`src/include/ttu_pkg.sv`:
```
package ttu_pkg;

    // ------------------------------------------------------------
    // sizes
    // ------------------------------------------------------------
    localparam int          NUM_TIMERS = 3;
    localparam int          NUM_PINNED = 2;
    localparam int          CNT_W      = 16;
    localparam int          ADDR_W     = 8;

    // ------------------------------------------------------------
    // register offsets (byte addresses)
    // ------------------------------------------------------------
    localparam logic [7:0]  T0_COUNT_OFS = 8'h50;
    localparam logic [7:0]  T0_LIMA_OFS  = 8'h52;
    localparam logic [7:0]  T0_LIMB_OFS  = 8'h54;
    localparam logic [7:0]  T0_CTRL_OFS  = 8'h56;
    localparam logic [7:0]  T1_COUNT_OFS = 8'h58;
    localparam logic [7:0]  T1_LIMA_OFS  = 8'h5A;
    localparam logic [7:0]  T1_LIMB_OFS  = 8'h5C;
    localparam logic [7:0]  T1_CTRL_OFS  = 8'h5E;
    localparam logic [7:0]  T2_COUNT_OFS = 8'h60;
    localparam logic [7:0]  T2_LIMA_OFS  = 8'h62;
    localparam logic [7:0]  T2_CTRL_OFS  = 8'h66;
    localparam logic [7:0]  NO_REG_OFS   = 8'hFF;

    // ------------------------------------------------------------
    // register kinds within one timer
    // ------------------------------------------------------------
    localparam logic [1:0]  KIND_COUNT = 2'h0;
    localparam logic [1:0]  KIND_LIMA  = 2'h1;
    localparam logic [1:0]  KIND_LIMB  = 2'h2;
    localparam logic [1:0]  KIND_CTRL  = 2'h3;

    // ------------------------------------------------------------
    // control word field positions
    // ------------------------------------------------------------
    localparam int          RUN_BIT   = 15;
    localparam int          MASK_BIT  = 14;
    localparam int          IRQ_BIT   = 13;
    localparam int          AFLAG_BIT = 12;
    localparam int          HIT_BIT   = 5;
    localparam int          RTG_BIT   = 4;
    localparam int          PRE_BIT   = 3;
    localparam int          EXT_BIT   = 2;
    localparam int          TWO_BIT   = 1;
    localparam int          FREE_BIT  = 0;

    // ------------------------------------------------------------
    // service slots
    // ------------------------------------------------------------
    localparam logic [1:0]  SLOT_LAST = 2'h3;

    // ------------------------------------------------------------
    // types
    // ------------------------------------------------------------
    typedef struct packed {
        logic run_gate;
        logic irq_on_limit;
        logic active_limit_flag;
        logic limit_hit_flag;
        logic input_restart;
        logic timer2_clock_source;
        logic outside_clock_select;
        logic two_limit_mode;
        logic free_running;
    } ttu_ctrl_t;

    typedef struct packed {
        logic                 valid;
        logic [ADDR_W-1:0]    addr;
        logic [CNT_W-1:0]     data;
    } ttu_wreq_t;

    typedef enum logic {
        RT_WAIT = 1'b0,
        RT_RUN  = 1'b1
    } ttu_rtg_t;

    // ------------------------------------------------------------
    // reset values
    // ------------------------------------------------------------
    localparam ttu_ctrl_t   CTRL_RST_PINNED = 9'b0_0_0_0_0_0_0_1_0;
    localparam ttu_ctrl_t   CTRL_RST_T2     = 9'b0_0_0_0_0_0_0_0_0;
    localparam logic [15:0] RDATA_RST       = 16'h0000;

endpackage

```
`src/hw/ttu_timers.sv`:
```
// The implementer's own choice: the strobed register port.
`timescale 1ns/10ps
module ttu_timers (
    input  wire logic        clock,
    input  wire logic        rstn,
    input  wire logic [7:0]  bus_addr,
    input  wire logic [15:0] bus_wdata,
    input  wire logic        bus_wr,
    input  wire logic        bus_rd,
    output logic      [15:0] bus_rdata,
    input  wire logic [1:0]  tmr_in,
    output logic      [1:0]  tmr_out,
    output logic      [2:0]  irq_req
);

    // ------------------------------------------------------------
    // state
    // ------------------------------------------------------------
    ttu_pkg::ttu_ctrl_t ctrl_q   [ttu_pkg::NUM_TIMERS];
    ttu_pkg::ttu_ctrl_t ctrl_d   [ttu_pkg::NUM_TIMERS];
    logic [15:0]        count_q  [ttu_pkg::NUM_TIMERS];
    logic [15:0]        count_d  [ttu_pkg::NUM_TIMERS];
    logic [15:0]        lima_q   [ttu_pkg::NUM_TIMERS];
    logic [15:0]        limb_q   [ttu_pkg::NUM_PINNED];
    ttu_pkg::ttu_rtg_t  rtg_q    [ttu_pkg::NUM_PINNED];
    ttu_pkg::ttu_rtg_t  rtg_d    [ttu_pkg::NUM_PINNED];
    logic [2:0]         hit_d;
    logic [2:0]         hit_q;
    logic [2:0]         count_wr;
    logic [1:0]         slot_q;
    logic [1:0]         in_s1_q;
    logic [1:0]         in_s2_q;
    logic [1:0]         in_s3_q;
    logic [1:0]         edge_q;
    logic [1:0]         edge_d;
    logic [1:0]         pre_q;
    logic [1:0]         pre_d;
    ttu_pkg::ttu_wreq_t wreq_q;
    logic [15:0]        rdata_q;
    logic [1:0]         tout_q;
    logic [2:0]         irq_q;

    assign bus_rdata = rdata_q;
    assign tmr_out   = tout_q;
    assign irq_req   = irq_q;

    // ------------------------------------------------------------
    // helpers
    // ------------------------------------------------------------
    function automatic logic [7:0] reg_ofs(input int t, input logic [1:0] k);
        logic [7:0] r;
        r = ttu_pkg::NO_REG_OFS;
        case ({t[1:0], k})
            4'h0: r = ttu_pkg::T0_COUNT_OFS;
            4'h1: r = ttu_pkg::T0_LIMA_OFS;
            4'h2: r = ttu_pkg::T0_LIMB_OFS;
            4'h3: r = ttu_pkg::T0_CTRL_OFS;
            4'h4: r = ttu_pkg::T1_COUNT_OFS;
            4'h5: r = ttu_pkg::T1_LIMA_OFS;
            4'h6: r = ttu_pkg::T1_LIMB_OFS;
            4'h7: r = ttu_pkg::T1_CTRL_OFS;
            4'h8: r = ttu_pkg::T2_COUNT_OFS;
            4'h9: r = ttu_pkg::T2_LIMA_OFS;
            4'hB: r = ttu_pkg::T2_CTRL_OFS;
            default: r = ttu_pkg::NO_REG_OFS;
        endcase
        return r;
    endfunction

    function automatic logic [15:0] ctrl_word(input ttu_pkg::ttu_ctrl_t c);
        logic [15:0] w;
        w = 16'h0000;
        w[ttu_pkg::RUN_BIT]   = c.run_gate;
        w[ttu_pkg::IRQ_BIT]   = c.irq_on_limit;
        w[ttu_pkg::AFLAG_BIT] = c.active_limit_flag;
        w[ttu_pkg::HIT_BIT]   = c.limit_hit_flag;
        w[ttu_pkg::RTG_BIT]   = c.input_restart;
        w[ttu_pkg::PRE_BIT]   = c.timer2_clock_source;
        w[ttu_pkg::EXT_BIT]   = c.outside_clock_select;
        w[ttu_pkg::TWO_BIT]   = c.two_limit_mode;
        w[ttu_pkg::FREE_BIT]  = c.free_running;
        return w;
    endfunction

    // ------------------------------------------------------------
    // service slot and pin synchroniser
    // ------------------------------------------------------------
    always_ff @(posedge clock or negedge rstn) begin
        if (!rstn) begin
            slot_q <= 2'h0;
        end else begin
            slot_q <= (slot_q == ttu_pkg::SLOT_LAST) ? 2'h0 : slot_q + 2'h1;
        end
    end

    always_ff @(posedge clock or negedge rstn) begin
        if (!rstn) begin
            in_s1_q <= 2'h0;
            in_s2_q <= 2'h0;
            in_s3_q <= 2'h0;
        end else begin
            in_s1_q <= tmr_in;
            in_s2_q <= in_s1_q;
            in_s3_q <= in_s2_q;
        end
    end

    // ------------------------------------------------------------
    // write wait stage
    // ------------------------------------------------------------
    always_ff @(posedge clock or negedge rstn) begin
        if (!rstn) begin
            wreq_q <= '0;
        end else begin
            wreq_q.valid <= bus_wr;
            wreq_q.addr  <= bus_addr;
            wreq_q.data  <= bus_wdata;
        end
    end

    // ------------------------------------------------------------
    // timer next state
    // ------------------------------------------------------------
    always_comb begin
        logic        serve;
        logic        edg;
        logic        tick;
        logic        gate;
        logic        pin_hi;
        logic [15:0] lim;
        logic [15:0] inc;
        logic [15:0] wd;
        ttu_pkg::ttu_ctrl_t c;
        serve = 1'b0;
        edg = 1'b0;
        tick = 1'b0;
        gate = 1'b0;
        pin_hi = 1'b0;
        lim = 16'h0000;
        inc = 16'h0000;
        wd = wreq_q.data;
        c = ctrl_q[0];
        pre_d = pre_q;
        for (int j = 0; j < ttu_pkg::NUM_PINNED; j++) begin
            rtg_d[j]  = rtg_q[j];
            edge_d[j] = 1'b0;
        end
        for (int i = 0; i < ttu_pkg::NUM_TIMERS; i++) begin
            c = ctrl_q[i];
            serve = (slot_q == i[1:0]);
            hit_d[i] = 1'b0;
            count_d[i] = count_q[i];
            lim = (c.two_limit_mode && c.active_limit_flag && i < 2)
                ? limb_q[i[0]] : lima_q[i];
            inc = count_q[i] + 16'h0001;
            if (i < 2) begin
                pin_hi = in_s2_q[i];
                edg = edge_q[i] | (in_s2_q[i] & ~in_s3_q[i]);
                edge_d[i] = c.run_gate & edg & ~serve;
                tick = c.outside_clock_select ? edg
                     : (c.timer2_clock_source ? pre_q[i] : 1'b1);
                gate = c.outside_clock_select ? 1'b1
                     : (c.input_restart ? (rtg_q[i] == ttu_pkg::RT_RUN) : pin_hi);
                if (serve) begin
                    pre_d[i] = 1'b0;
                end
                if (!c.run_gate) begin
                    rtg_d[i] = ttu_pkg::RT_WAIT;
                end
            end else begin
                tick = 1'b1;
                gate = 1'b1;
                edg = 1'b0;
            end
            if (serve && c.run_gate) begin
                if (i < 2 && !c.outside_clock_select && c.input_restart && edg) begin
                    count_d[i] = 16'h0000;
                    rtg_d[i[0]] = ttu_pkg::RT_RUN;
                end else if (tick && gate) begin
                    if (inc == lim) begin
                        count_d[i] = 16'h0000;
                        hit_d[i] = 1'b1;
                    end else begin
                        count_d[i] = inc;
                    end
                end
            end
            if (hit_d[i]) begin
                c.limit_hit_flag = 1'b1;
                if (c.two_limit_mode) begin
                    c.active_limit_flag = ~c.active_limit_flag;
                end
                if (!c.free_running && (!c.two_limit_mode || ctrl_q[i].active_limit_flag)) begin
                    c.run_gate = 1'b0;
                end
            end
            if (wreq_q.valid && wreq_q.addr == reg_ofs(i, ttu_pkg::KIND_CTRL)) begin
                if (wd[ttu_pkg::MASK_BIT]) begin
                    c.run_gate = wd[ttu_pkg::RUN_BIT];
                end
                c.irq_on_limit         = wd[ttu_pkg::IRQ_BIT];
                c.limit_hit_flag       = hit_d[i] | wd[ttu_pkg::HIT_BIT];
                c.input_restart        = wd[ttu_pkg::RTG_BIT];
                c.timer2_clock_source  = wd[ttu_pkg::PRE_BIT];
                c.outside_clock_select = wd[ttu_pkg::EXT_BIT];
                c.two_limit_mode       = wd[ttu_pkg::TWO_BIT];
                c.free_running         = wd[ttu_pkg::FREE_BIT];
            end
            if (!c.two_limit_mode) begin
                c.active_limit_flag = 1'b0;
            end
            if (i == 2) begin
                c.two_limit_mode       = 1'b0;
                c.outside_clock_select = 1'b0;
                c.timer2_clock_source  = 1'b0;
                c.input_restart        = 1'b0;
                c.active_limit_flag    = 1'b0;
            end
            ctrl_d[i] = c;
            count_wr[i] = wreq_q.valid && wreq_q.addr == reg_ofs(i, ttu_pkg::KIND_COUNT);
            if (count_wr[i]) begin
                count_d[i] = wd;
            end
        end
        if (hit_d[2]) begin
            pre_d = 2'h3;
        end
    end

    // ------------------------------------------------------------
    // timer registers
    // ------------------------------------------------------------
    always_ff @(posedge clock or negedge rstn) begin
        if (!rstn) begin
            ctrl_q[0] <= ttu_pkg::CTRL_RST_PINNED;
            ctrl_q[1] <= ttu_pkg::CTRL_RST_PINNED;
            ctrl_q[2] <= ttu_pkg::CTRL_RST_T2;
            rtg_q[0]  <= ttu_pkg::RT_WAIT;
            rtg_q[1]  <= ttu_pkg::RT_WAIT;
            edge_q    <= 2'h0;
            pre_q     <= 2'h0;
            hit_q     <= 3'h0;
        end else begin
            for (int i = 0; i < ttu_pkg::NUM_TIMERS; i++) begin
                ctrl_q[i] <= ctrl_d[i];
            end
            rtg_q[0] <= rtg_d[0];
            rtg_q[1] <= rtg_d[1];
            edge_q   <= edge_d;
            pre_q    <= pre_d;
            hit_q    <= hit_d;
        end
    end

    // count and limits carry no reset; software loads them
    always_ff @(posedge clock) begin
        for (int i = 0; i < ttu_pkg::NUM_TIMERS; i++) begin
            count_q[i] <= count_d[i];
            if (wreq_q.valid && wreq_q.addr == reg_ofs(i, ttu_pkg::KIND_LIMA)) begin
                lima_q[i] <= wreq_q.data;
            end
        end
        for (int j = 0; j < ttu_pkg::NUM_PINNED; j++) begin
            if (wreq_q.valid && wreq_q.addr == reg_ofs(j, ttu_pkg::KIND_LIMB)) begin
                limb_q[j] <= wreq_q.data;
            end
        end
    end

    // ------------------------------------------------------------
    // pins and interrupt requests
    // ------------------------------------------------------------
    always_ff @(posedge clock or negedge rstn) begin
        if (!rstn) begin
            tout_q <= 2'h3;
        end else begin
            for (int j = 0; j < ttu_pkg::NUM_PINNED; j++) begin
                tout_q[j] <= ctrl_q[j].two_limit_mode ? ~ctrl_q[j].active_limit_flag
                           : ~hit_q[j];
            end
        end
    end

    always_ff @(posedge clock or negedge rstn) begin
        if (!rstn) begin
            irq_q <= 3'h0;
        end else begin
            for (int i = 0; i < ttu_pkg::NUM_TIMERS; i++) begin
                irq_q[i] <= hit_d[i] & ctrl_q[i].irq_on_limit;
            end
        end
    end

    // ------------------------------------------------------------
    // read port
    // ------------------------------------------------------------
    always_ff @(posedge clock or negedge rstn) begin
        if (!rstn) begin
            rdata_q <= ttu_pkg::RDATA_RST;
        end else begin
            rdata_q <= 16'h0000;
            if (bus_rd) begin
                for (int i = 0; i < ttu_pkg::NUM_TIMERS; i++) begin
                    if (bus_addr == reg_ofs(i, ttu_pkg::KIND_COUNT)) begin
                        rdata_q <= count_q[i];
                    end
                    if (bus_addr == reg_ofs(i, ttu_pkg::KIND_LIMA)) begin
                        rdata_q <= lima_q[i];
                    end
                    if (bus_addr == reg_ofs(i, ttu_pkg::KIND_CTRL)) begin
                        rdata_q <= ctrl_word(ctrl_q[i]);
                    end
                end
                for (int j = 0; j < ttu_pkg::NUM_PINNED; j++) begin
                    if (bus_addr == reg_ofs(j, ttu_pkg::KIND_LIMB)) begin
                        rdata_q <= limb_q[j];
                    end
                end
            end
        end
    end
endmodule

```
`config.mk`:
```
export PLATFORM = sky130hd
export DESIGN_NAME = ttu_timers
export DESIGN_NICKNAME = d
export VERILOG_FILES = /design/src/include/ttu_pkg.sv /design/src/hw/ttu_timers.sv
export SDC_FILE = /design/constraint.sdc
export NUM_CORES = 1
export LEC_CHECK = 0
export BUFFER_PORTS_ARGS = -buffer_cell sky130_fd_sc_hd__buf_2
export CAP_MARGIN = 20
export CORE_AREA = 2 2 146 148
export DETAILED_ROUTE_END_ITERATION = 7
export DIE_AREA = 0 0 148 150
export GPL_ROUTABILITY_DRIVEN = 0
export PLACE_DENSITY = 0.7
export RECOVER_POWER = 50
export SYNTH_ARGS = -nofsm -noshare
export SYNTH_HDL_FRONTEND = slang
export SYNTH_SLANG_ARGS = --single-unit
```
`constraint.sdc`:
```
create_clock -name clock -period 7.9 [get_ports clock]
set_input_delay 0.395 -clock clock [delete_from_list [all_inputs] [get_ports clock]]
set_output_delay 0.395 -clock clock [all_outputs]
set_load 0.02 [all_outputs]
```
Word level (Yosys, flattened, before mapping). Memories as Yosys holds them, arrays and structs flattened. Cells that the tools add are included.

Register bits: 84. Latch bits: 0. Memory bits (writable): 128. ROM bits: 0. Input bits: 30. Memories: 3.

Memories: count_q (words 3, width 16, rd ports 3, clocked after memory_dff 0, wr ports 3, RTL line ttu_timers.sv:21) `logic [15:0] count_q [ttu_pkg::NUM_TIMERS];`; lima_q (words 3, width 16, rd ports 3, clocked after memory_dff 0, wr ports 1, RTL line ttu_timers.sv:23) `logic [15:0] lima_q [ttu_pkg::NUM_TIMERS];`; limb_q (words 2, width 16, rd ports 2, clocked after memory_dff 0, wr ports 1, RTL line ttu_timers.sv:24) `logic [15:0] limb_q [ttu_pkg::NUM_PINNED];`.

Add/subtract/negate cells: 4. Multiply operators: 0. Divide/modulo/power cells: 0. Magnitude comparators: 0. Equal/unequal tests: 32. Shift-type cells: 0. Multiplexer cells: 109. Bitwise logic cells: 22. Reductions and logical operators: 43.

Operators by type and width (count): 16-bit two-way mux (30); 8-bit by 7-bit equality test with 1-bit output (second input constant) (11); 8-bit equality test (11); 8-bit two-way mux (11); 1-bit two-way mux (56); 16-bit by 1-bit adder with 16-bit output (second input constant) (3); 16-bit equality test (3); 16-bit OR reduction (3); 1-bit logical AND (24); 2-bit two-way mux (9); 6-bit two-way mux (3); 2-bit nonzero test (5); 1-bit bitwise AND (9); 1-bit NOT (8); 1-bit logical NOT (6); 1-bit OR (5); 2-bit equality test (second input constant) (2); 2-bit by 1-bit inequality test with 1-bit output (second input constant) (2); 2-bit inequality test (second input constant) (2); 2-bit AND reduction (2); 2-bit by 1-bit adder with 2-bit output (second input constant) (1); 2-bit by 1-bit equality test with 1-bit output (second input constant) (1); 2-bit logical NOT (1); 1-bit logical OR (2).

Logic depth before layout (Yosys ltp). Gate-level depths: netlist of the first run.

Depth after elaboration: 14. Gate-level depth with buffers: 11. Gate-level depth less buffers: 8.

Worst setup path before layout of the first run. No wires, ideal clock.

Kind: register to register. From: memory count_q[0][0]. To: memory count_q[0][6] (data pin). Setup time: 0.257 ns. Arrival time: 3.256 ns. Required time: 7.643 ns. Slack: 4.387 ns. Cell stages (with the launch flop): 12. Path buffers: 3. Cell sequence: edfxtp_1 -> ha_1 -> nand2_1 -> or3_1 -> buf_2 -> or3_1 -> xnor2_1 -> or4b_4 -> or4_4 -> buf_6 -> buf_6 -> a32o_1.

RTL lines (RTL line): start: declaration (ttu_timers.sv:21).

==> out/qor.yml, run 1 <==
clock_tree:
  ctsRootBufferMaster: "clkbuf_16"
  cts_resized: 0
  cts.sinks: 212
  cts_buffers: 24
  postCtsSetupBuffers: 0
  h-tree-depth: 1
  path_clk_slew_ns: 0.06
  clockBufferDepth: 3
  cts_tree: "done"
  clk_latency_ns: 0.54
sta:
  slew_violations: 194
  worst_pin_slew_ns: 2.78
  grt_setup_unrepaired: "no"
  fin_crit_sh_pct: 54.9
  setup_viol: 0
  fmax_mhz: 230
  finClkSkew_ns: 0.0283
  final.setup.tns_ns: 0
  hold_viol: 0
  max-slew-margin-rel_pct: -85.6
  holdWs_ns: 0.0432
  period_needed_ns: 4.34
final_layout:
  final_nets: 1051
  syn_to_final_growth_pct: 14.2
  fillers: 1666
  design_area_sq_um: 12600
  seqCellArea_sq_um: 5950
  multi_input_area_sq_um: 4790
  final_core_util_pct: 60.9
  drive_gt1_share_pct: 11.7
  antennaDiodeCount: 0
drt:
  ant_nets: 0
  drt-total-wl_um: 31400
  drc: 1
  num_vias: 8401
  routedWlPerCell_um: 24.1
  first_iter_violations: 970
  drtPass1Iterations: 8
  vias_per_cell: 6.43
setup_path:
  cpPeakStageDelay_ns: 0.98
  endpoint_kind: "register"
  critPathSlowestCell: "and2_0"
  cp-start-kind: "register"
  critPathArrivalTime_ns: 4.60
  cp.required_ns: 8.16
  path_class: "register to register"
  crit_fanout: 19
  crit_chain: "and2_0 -> mux2i_1 -> xnor3_1 -> nor3_1 -> or4b_4 -> or4_4 -> a32o_1"
  cp_top_family: "simple AND/OR/NAND/NOR gates"
  path_buf_inv: 0
pwr:
  peakVddDrop_uv: 168
  powerDensity_nw_per_um2: 198
  p_leak_nw: 4.80
yosys:
  synth-main-ff-cell: "edfxtp_1"
  synth-edff-count: 128
  synth-seq-cells: 212
  synthSimpleGateAreaFrac_pct: 14.4
  synth_warnings: 0
  syn_inst: 946
  yosysSeqAreaShare_pct: 53.9
  synth-xor-area-share_pct: 8.66
  synthAdderAreaFrac_pct: 0.794
  postSynthAreaPerCell_sq_um: 11.7
  synth_compound_area_share_pct: 13.6
  syn_nets: 983
  muxShareOfSynthArea_pct: 5.95
  synth_cell_types: 70
  synthesis.area_sq_um: 11000
  async_flop_share_pct: 39.6
  synth_top_family_by_area: "simple AND/OR/NAND/NOR gates"
grt:
  antenna_found_initial: 0
  grt_util_all_layers_pct: 29.0
  grt_pass1_wl_um: 48700
  grt_pass1_vias: 8158
  gr-total-overflow: 0
  grt_max_degree: 85
place:
  portBuffers: 50
  dpl.hpwl_um: 22200
  place_area_sq_um: 11500
status:
  status: "finished, violations left"
  failed_checks: "design-rule violations, max-capacitance violations, max-slew violations"
worst_hold_path:
  hold_path_class: "primary input to register"
die:
  rows: 53
  coreArea_sq_um: 20700
  start_util_pct: 53.3
  die_x_um: 148
  dieArea_sq_um: 22200
  io_pins: 51
  die_y_um: 150
job:
  drv_cap: 5
## layout by cell type (no fill, tap or decap), types with 9 or more instances in the layout
master	netlist	final
xor2_1	24	24
clkinv_2	0	10
nor2b_1	15	15
o22ai_1	21	21
clkbuf_16	0	25
a221oi_1	9	9
dlygate4sd3_1	0	24
nor3_1	34	32
nand3_1	28	28
a22o_1	35	35
xnor2_1	44	44
edfxtp_1	128	128
nand2_1	48	48
mux2i_1	42	42
a21oi_1	26	26
nand4_1	12	12
or3_1	13	13
inv_1	23	23
nor4_1	10	10
o21ai_0	40	39
a32o_1	17	17
xnor3_1	16	16
mux2_2	21	21
clkbuf_1	32	28
dfrtp_1	80	80
o211ai_1	13	13
buf_2	4	23
nor2_1	76	75
buf_4	0	14
and3_1	10	10
## stage by stage
stage | power (W) | instances | setup slack [ns]
finish | 0.00250 | 1307 | 3.56
global route | 0.00257 | 1307 | 2.66
CTS | 0.00251 | 1304 | 4.17
detailed placement | 0.00132 | 1237 | 4.18
global placement | 0.00132 | 1236 | 4.22
floorplan | 0.00127 | 946 | 4.39
## synthesized netlist by cell type, types with 5 or more instances
cell | count | share of area (%)
mux2i_1 | 42 | 3.8
dfrtp_1 | 80 | 18
nor3_1 | 34 | 1.5
xnor3_1 | 16 | 3.3
nor2b_1 | 15 | 0.85
inv_1 | 23 | 0.78
a21boi_0 | 7 | 0.48
nand3b_1 | 7 | 0.48
o21ai_1 | 6 | 0.27
a22o_1 | 35 | 2.8
ha_1 | 7 | 0.79
or2_2 | 5 | 0.28
nor3b_1 | 6 | 0.41
mux2_2 | 21 | 2.1
edfxtp_1 | 128 | 35
o211ai_1 | 13 | 0.88
a221oi_1 | 9 | 0.71
nand2b_1 | 7 | 0.40
o22ai_1 | 21 | 1.2
nand4_1 | 12 | 0.68
nand2_1 | 48 | 1.6
nand3_1 | 28 | 1.3
a22oi_1 | 7 | 0.48
buf_1 | 8 | 0.27
nor2_1 | 76 | 2.6
a21oi_1 | 26 | 1.2
or3_1 | 13 | 0.74
xnor2_1 | 44 | 3.5
o21ai_0 | 40 | 1.8
and3_1 | 10 | 0.57
clkbuf_1 | 32 | 1.1
a32o_1 | 17 | 1.5
xor2_1 | 24 | 1.9
nor4_1 | 10 | 0.57
## per-layer routing
layer	GRT usage, %	wire length [um]	vias up
met4	11.0	1140	0
met3	4.94	3590	79
met2	44.7	14100	525
met5	0	0	-
met1	41.4	12600	4074
li1	-	-	3723
## state kept, by name (all words and copies together), names as in the netlist, 3 cells and up
signal     count
limb_q        32
bus_rdata     16
count_q       48
irq_req        3
lima_q        48
ctrl_q        22
wreq_q        25
## where the power goes
group	switching [W]	internal [W]
sequential	0.0000332	0.00119
combinational	0.0000496	0.0000377
clock	0.000461	0.000725
total	0.000544	0.00195
## layout make-up
| cell class | count | area share (%) |
|---|---|---|
| Multi-Input combinational cell | 663 | 38.0 |
| Clock buffer | 27 | 5.18 |
| Sequential cell | 212 | 47.2 |
| Clock inverter | 17 | 1.57 |
| Tap cell | 275 | 2.73 |
| Timing Repair Buffer | 90 | 4.58 |
| Inverter | 23 | 0.685 |
## logic make-up (layout without fill, tap and decap cells)
logic type | after synthesis | count (layout)
AO/OA/AOI/OAI | 210 | 210
flip-flops | 212 | 212
multiplexers | 63 | 63
buffers and inverters | 71 | 157
XOR/XNOR | 84 | 84
adder cells (fa/ha/maj) | 7 | 7
AND/OR/NAND/NOR | 299 | 299
## final timing paths
path | depth (start not counted) | startpoint | endpoint | slack, ns
worst max-delay path | 7 | ctrl_q[19] | count_q[0][13] | 3.56
worst min-delay path | 1 | bus_addr[5] | wreq_q[21] | 0.04
worst max register to register | 7 | ctrl_q[19] | count_q[0][13] | 3.56
worst min register to register | 0 | in_s1_q[0] | in_s2_q[0] | 0.35
max in group asynchronous | 3 | rstn | bus_rdata[4] | 3.65
min in group asynchronous | 2 | rstn | edge_q[0] | 0.86
## timing repair
action | 4_1_cts | 5_1_grt
hold buffers | 23 | 1
setup endpoints to repair | 0 | 0
endpoints found under the hold margin | 23 | 29
(Power assumes the default switching activity.)
==> run 2, diff against run 1 <==
Settings changed: PLACE_DENSITY 0.7 to 0.73.
Clock period 7.9 ns to 3.56 ns, I/O delays scaled along.
==> run 2 against run 1 <==
Net effect: the run ends with max-capacitance violations, max-slew violations left; clock skew down 0.021 ns; largest power group unchanged; global-route usage fell by 0.15 points; design area grew 0.98%; flip-flop and latch count unchanged; largest cell class unchanged; fmax is 28% higher; register-to-register slack got worse by 3.4 ns; hold slack gained 0.077 ns; non-clock buffer count rose by 22.
==> out/qor.yml, run 2 (same netlist as run 1, synthesis figures left out) <==
setup_path:
  cp-start-kind: "register"
  endpoint_kind: "register"
  path_buf_inv: 0  # unchanged
  critPathSlowestCell: "or4_4"
  crit_top_cell: "or3_1"
  crit_fanout: 19  # unchanged
  crit_chain: "ha_1 -> nand2_1 -> or3_1 -> or3_1 -> xnor2_1 -> or4b_4 -> or4_4 -> a32o_1"
  path_class: "register to register"
  critPathArrivalTime_ns: 3.66  # -0.94 ns
  r2r_slack_ns: 0.17  # -3.39 ns
  cp.required_ns: 3.83  # -4.33 ns
  cp_top_family: "simple AND/OR/NAND/NOR gates"
  cpPeakStageDelay_ns: 0.58  # -0.40 ns
sta:
  slew_violations: 141  # -27%
  setup_viol: 0  # unchanged
  final.setup.tns_ns: 0  # unchanged
  max-slew-margin-rel_pct: -23.0  # +63 points
  setup_slack_ns: 0.172  # -3.39 ns
  period_needed_ns: 3.39  # -0.951 ns
  worst_pin_slew_ns: 1.85  # -0.938 ns
  finClkSkew_ns: 0.00770  # -0.0206 ns
  hold_viol: 0  # unchanged
  grt_setup_unrepaired: "no"
  fin_crit_sh_pct: 95.2  # +40 points
  fmax_mhz: 295  # +28%
final_layout:
  syn_to_final_growth_pct: 15.3
  layout_commonest_cell: "edfxtp_1"
  drive_gt1_share_pct: 13.2  # +1.5 points
  layout_common_cells: "edfxtp_1, dfrtp_1, nor2_1"
  fillers: 1662  # -0.24%
  antennaDiodeCount: 0  # unchanged
  final_nets: 1072  # +2.0%
  reg_top3: "count_q (48), lima_q (48), limb_q (32)"
place:
  pre_cts_ws_ns: 0.0894  # -4.09 ns
  dpl.hpwl_um: 22100  # -0.47%
  portBuffers: 50  # unchanged
clock_tree:
  path_clk_slew_ns: 0.06  # about the same
  h-tree-depth: 1  # unchanged
  cts_resized: 0  # unchanged
  clockBufferDepth: 3  # unchanged
  cts_tree: "done"
  cts.sinks: 212  # unchanged
  postCtsSetupBuffers: 0  # unchanged
  ctsRootBufferMaster: "clkbuf_16"
  cts_buffers: 23  # -4.2%
  clk_latency_ns: 0.52  # -0.02 ns
drt:
  first_iter_violations: 991  # +2.2%
  drt-total-wl_um: 31400  # -0.29%
  num_vias: 8468  # +0.80%
  drtPass1Iterations: 7  # -1
  ant_nets: 0  # unchanged
  routedWlPerCell_um: 23.6  # -1.8%
  vias_per_cell: 6.38  # -0.72%
  drc: 0  # -1
die:
  dieArea_sq_um: 22200  # unchanged
  coreArea_sq_um: 20700  # unchanged
  rows: 53  # unchanged
  die_y_um: 150  # unchanged
  start_util_pct: 53.3  # unchanged
  die_x_um: 148  # unchanged
  io_pins: 51  # unchanged
status:
  failed_checks: "max-capacitance violations, max-slew violations"
  status: "finished, violations left"
grt:
  gr-total-overflow: 0  # unchanged
  antenna_found_initial: 0  # unchanged
  grt_util_all_layers_pct: 28.8  # -0.15 points
  grt_max_degree: 85  # unchanged
  grt_pass1_vias: 8310  # +1.9%
  grt_pass1_wl_um: 48500  # -0.40%
pwr:
  powerDensity_nw_per_um2: 430  # +120%
  peakVddDrop_uv: 381  # +130%
  p_leak_nw: 4.89  # +1.8%
worst_hold_path:
  hold_path_class: "primary input to register"
job:
  drv_cap: 4  # -1
[run 2: cell count changes in the layout (fill, tap and decap cells not counted), moves of 2 or more]
cell and delta:
buf_2 -2, buf_4 +21, clkbuf_1 +3, clkinv_2 -4, clkinv_4 +2, inv_4 +3
[run 2: where the power goes]
group	total (W)	switching, W	internal [W]
Sequential	0.00271	0.0000706	0.00264
Combinational	0.000200	0.000113	0.0000862
Clock	0.00256	0.00101	0.00155
[run 2: worst register-to-register path, delay by kind of cell, from the launching register on]
family          cells  cell delay, ns
flops               1            0.40
fa+ha+maj           1            0.23
xor+xnor            1            0.17
simple gates        5            2.05
compound gates      1            0.31
[run 2: worst paths after layout]
kind                               start            end  cells past startpoint
min in group asynchronous           rstn     in_s2_q[0]                      2
hold / removal                    bus_rd  bus_rdata[13]                      3
hold reg to reg               in_s1_q[1]     in_s2_q[1]                      0
setup / recovery           count_q[0][1]  count_q[0][1]                      8
max in group asynchronous           rstn   bus_rdata[4]                      3
setup reg to reg           count_q[0][1]  count_q[0][1]                      8
[run 2: per-layer routing]
layer / GRT usage, % / up-vias / wire length [um]
li1: - / 3768 / -
met1: 40.4 / 4093 / 12700
met2: 46.1 / 525 / 14500
met3: 5.24 / 82 / 3230
met4: 9.14 / 0 / 927
met5: 0 / - / 0
[run 2: stage by stage]
stage | cell area, sq um | std cells | power, W | hold slack [ns] | util, %
2_1_floorplan | 11000 | 946 | 0.00283 | -0.118 | -
3_3_place_gp | 11700 | 1258 | 0.00293 | 0.285 | 56.5
3_5_place_dp | 11700 | 1258 | 0.00293 | 0.287 | 56.5
4_1_cts | 12800 | 1325 | 0.00550 | 0.0938 | 61.6
5_1_grt | 12700 | 1327 | 0.00562 | 0.136 | 61.5
6_report | 12700 | 1327 | 0.00547 | 0.120 | 61.5
[run 2: final cells by class]
class	count	area (sq um)	area share [%]
Multi-Input combinational cell	663	4790	37.7
Inverter	23	86.3	0.679
Clock inverter	16	195	1.53
Tap cell	275	344	2.70
Clock buffer	26	618	4.86
Timing Repair Buffer	112	736	5.78
Sequential cell	212	5950	46.8
[run 2: timing repair]
item,CTS,global route
endpoints found under the setup margin,0,16
hold buffers,25,0
endpoints found under the hold margin,104,0
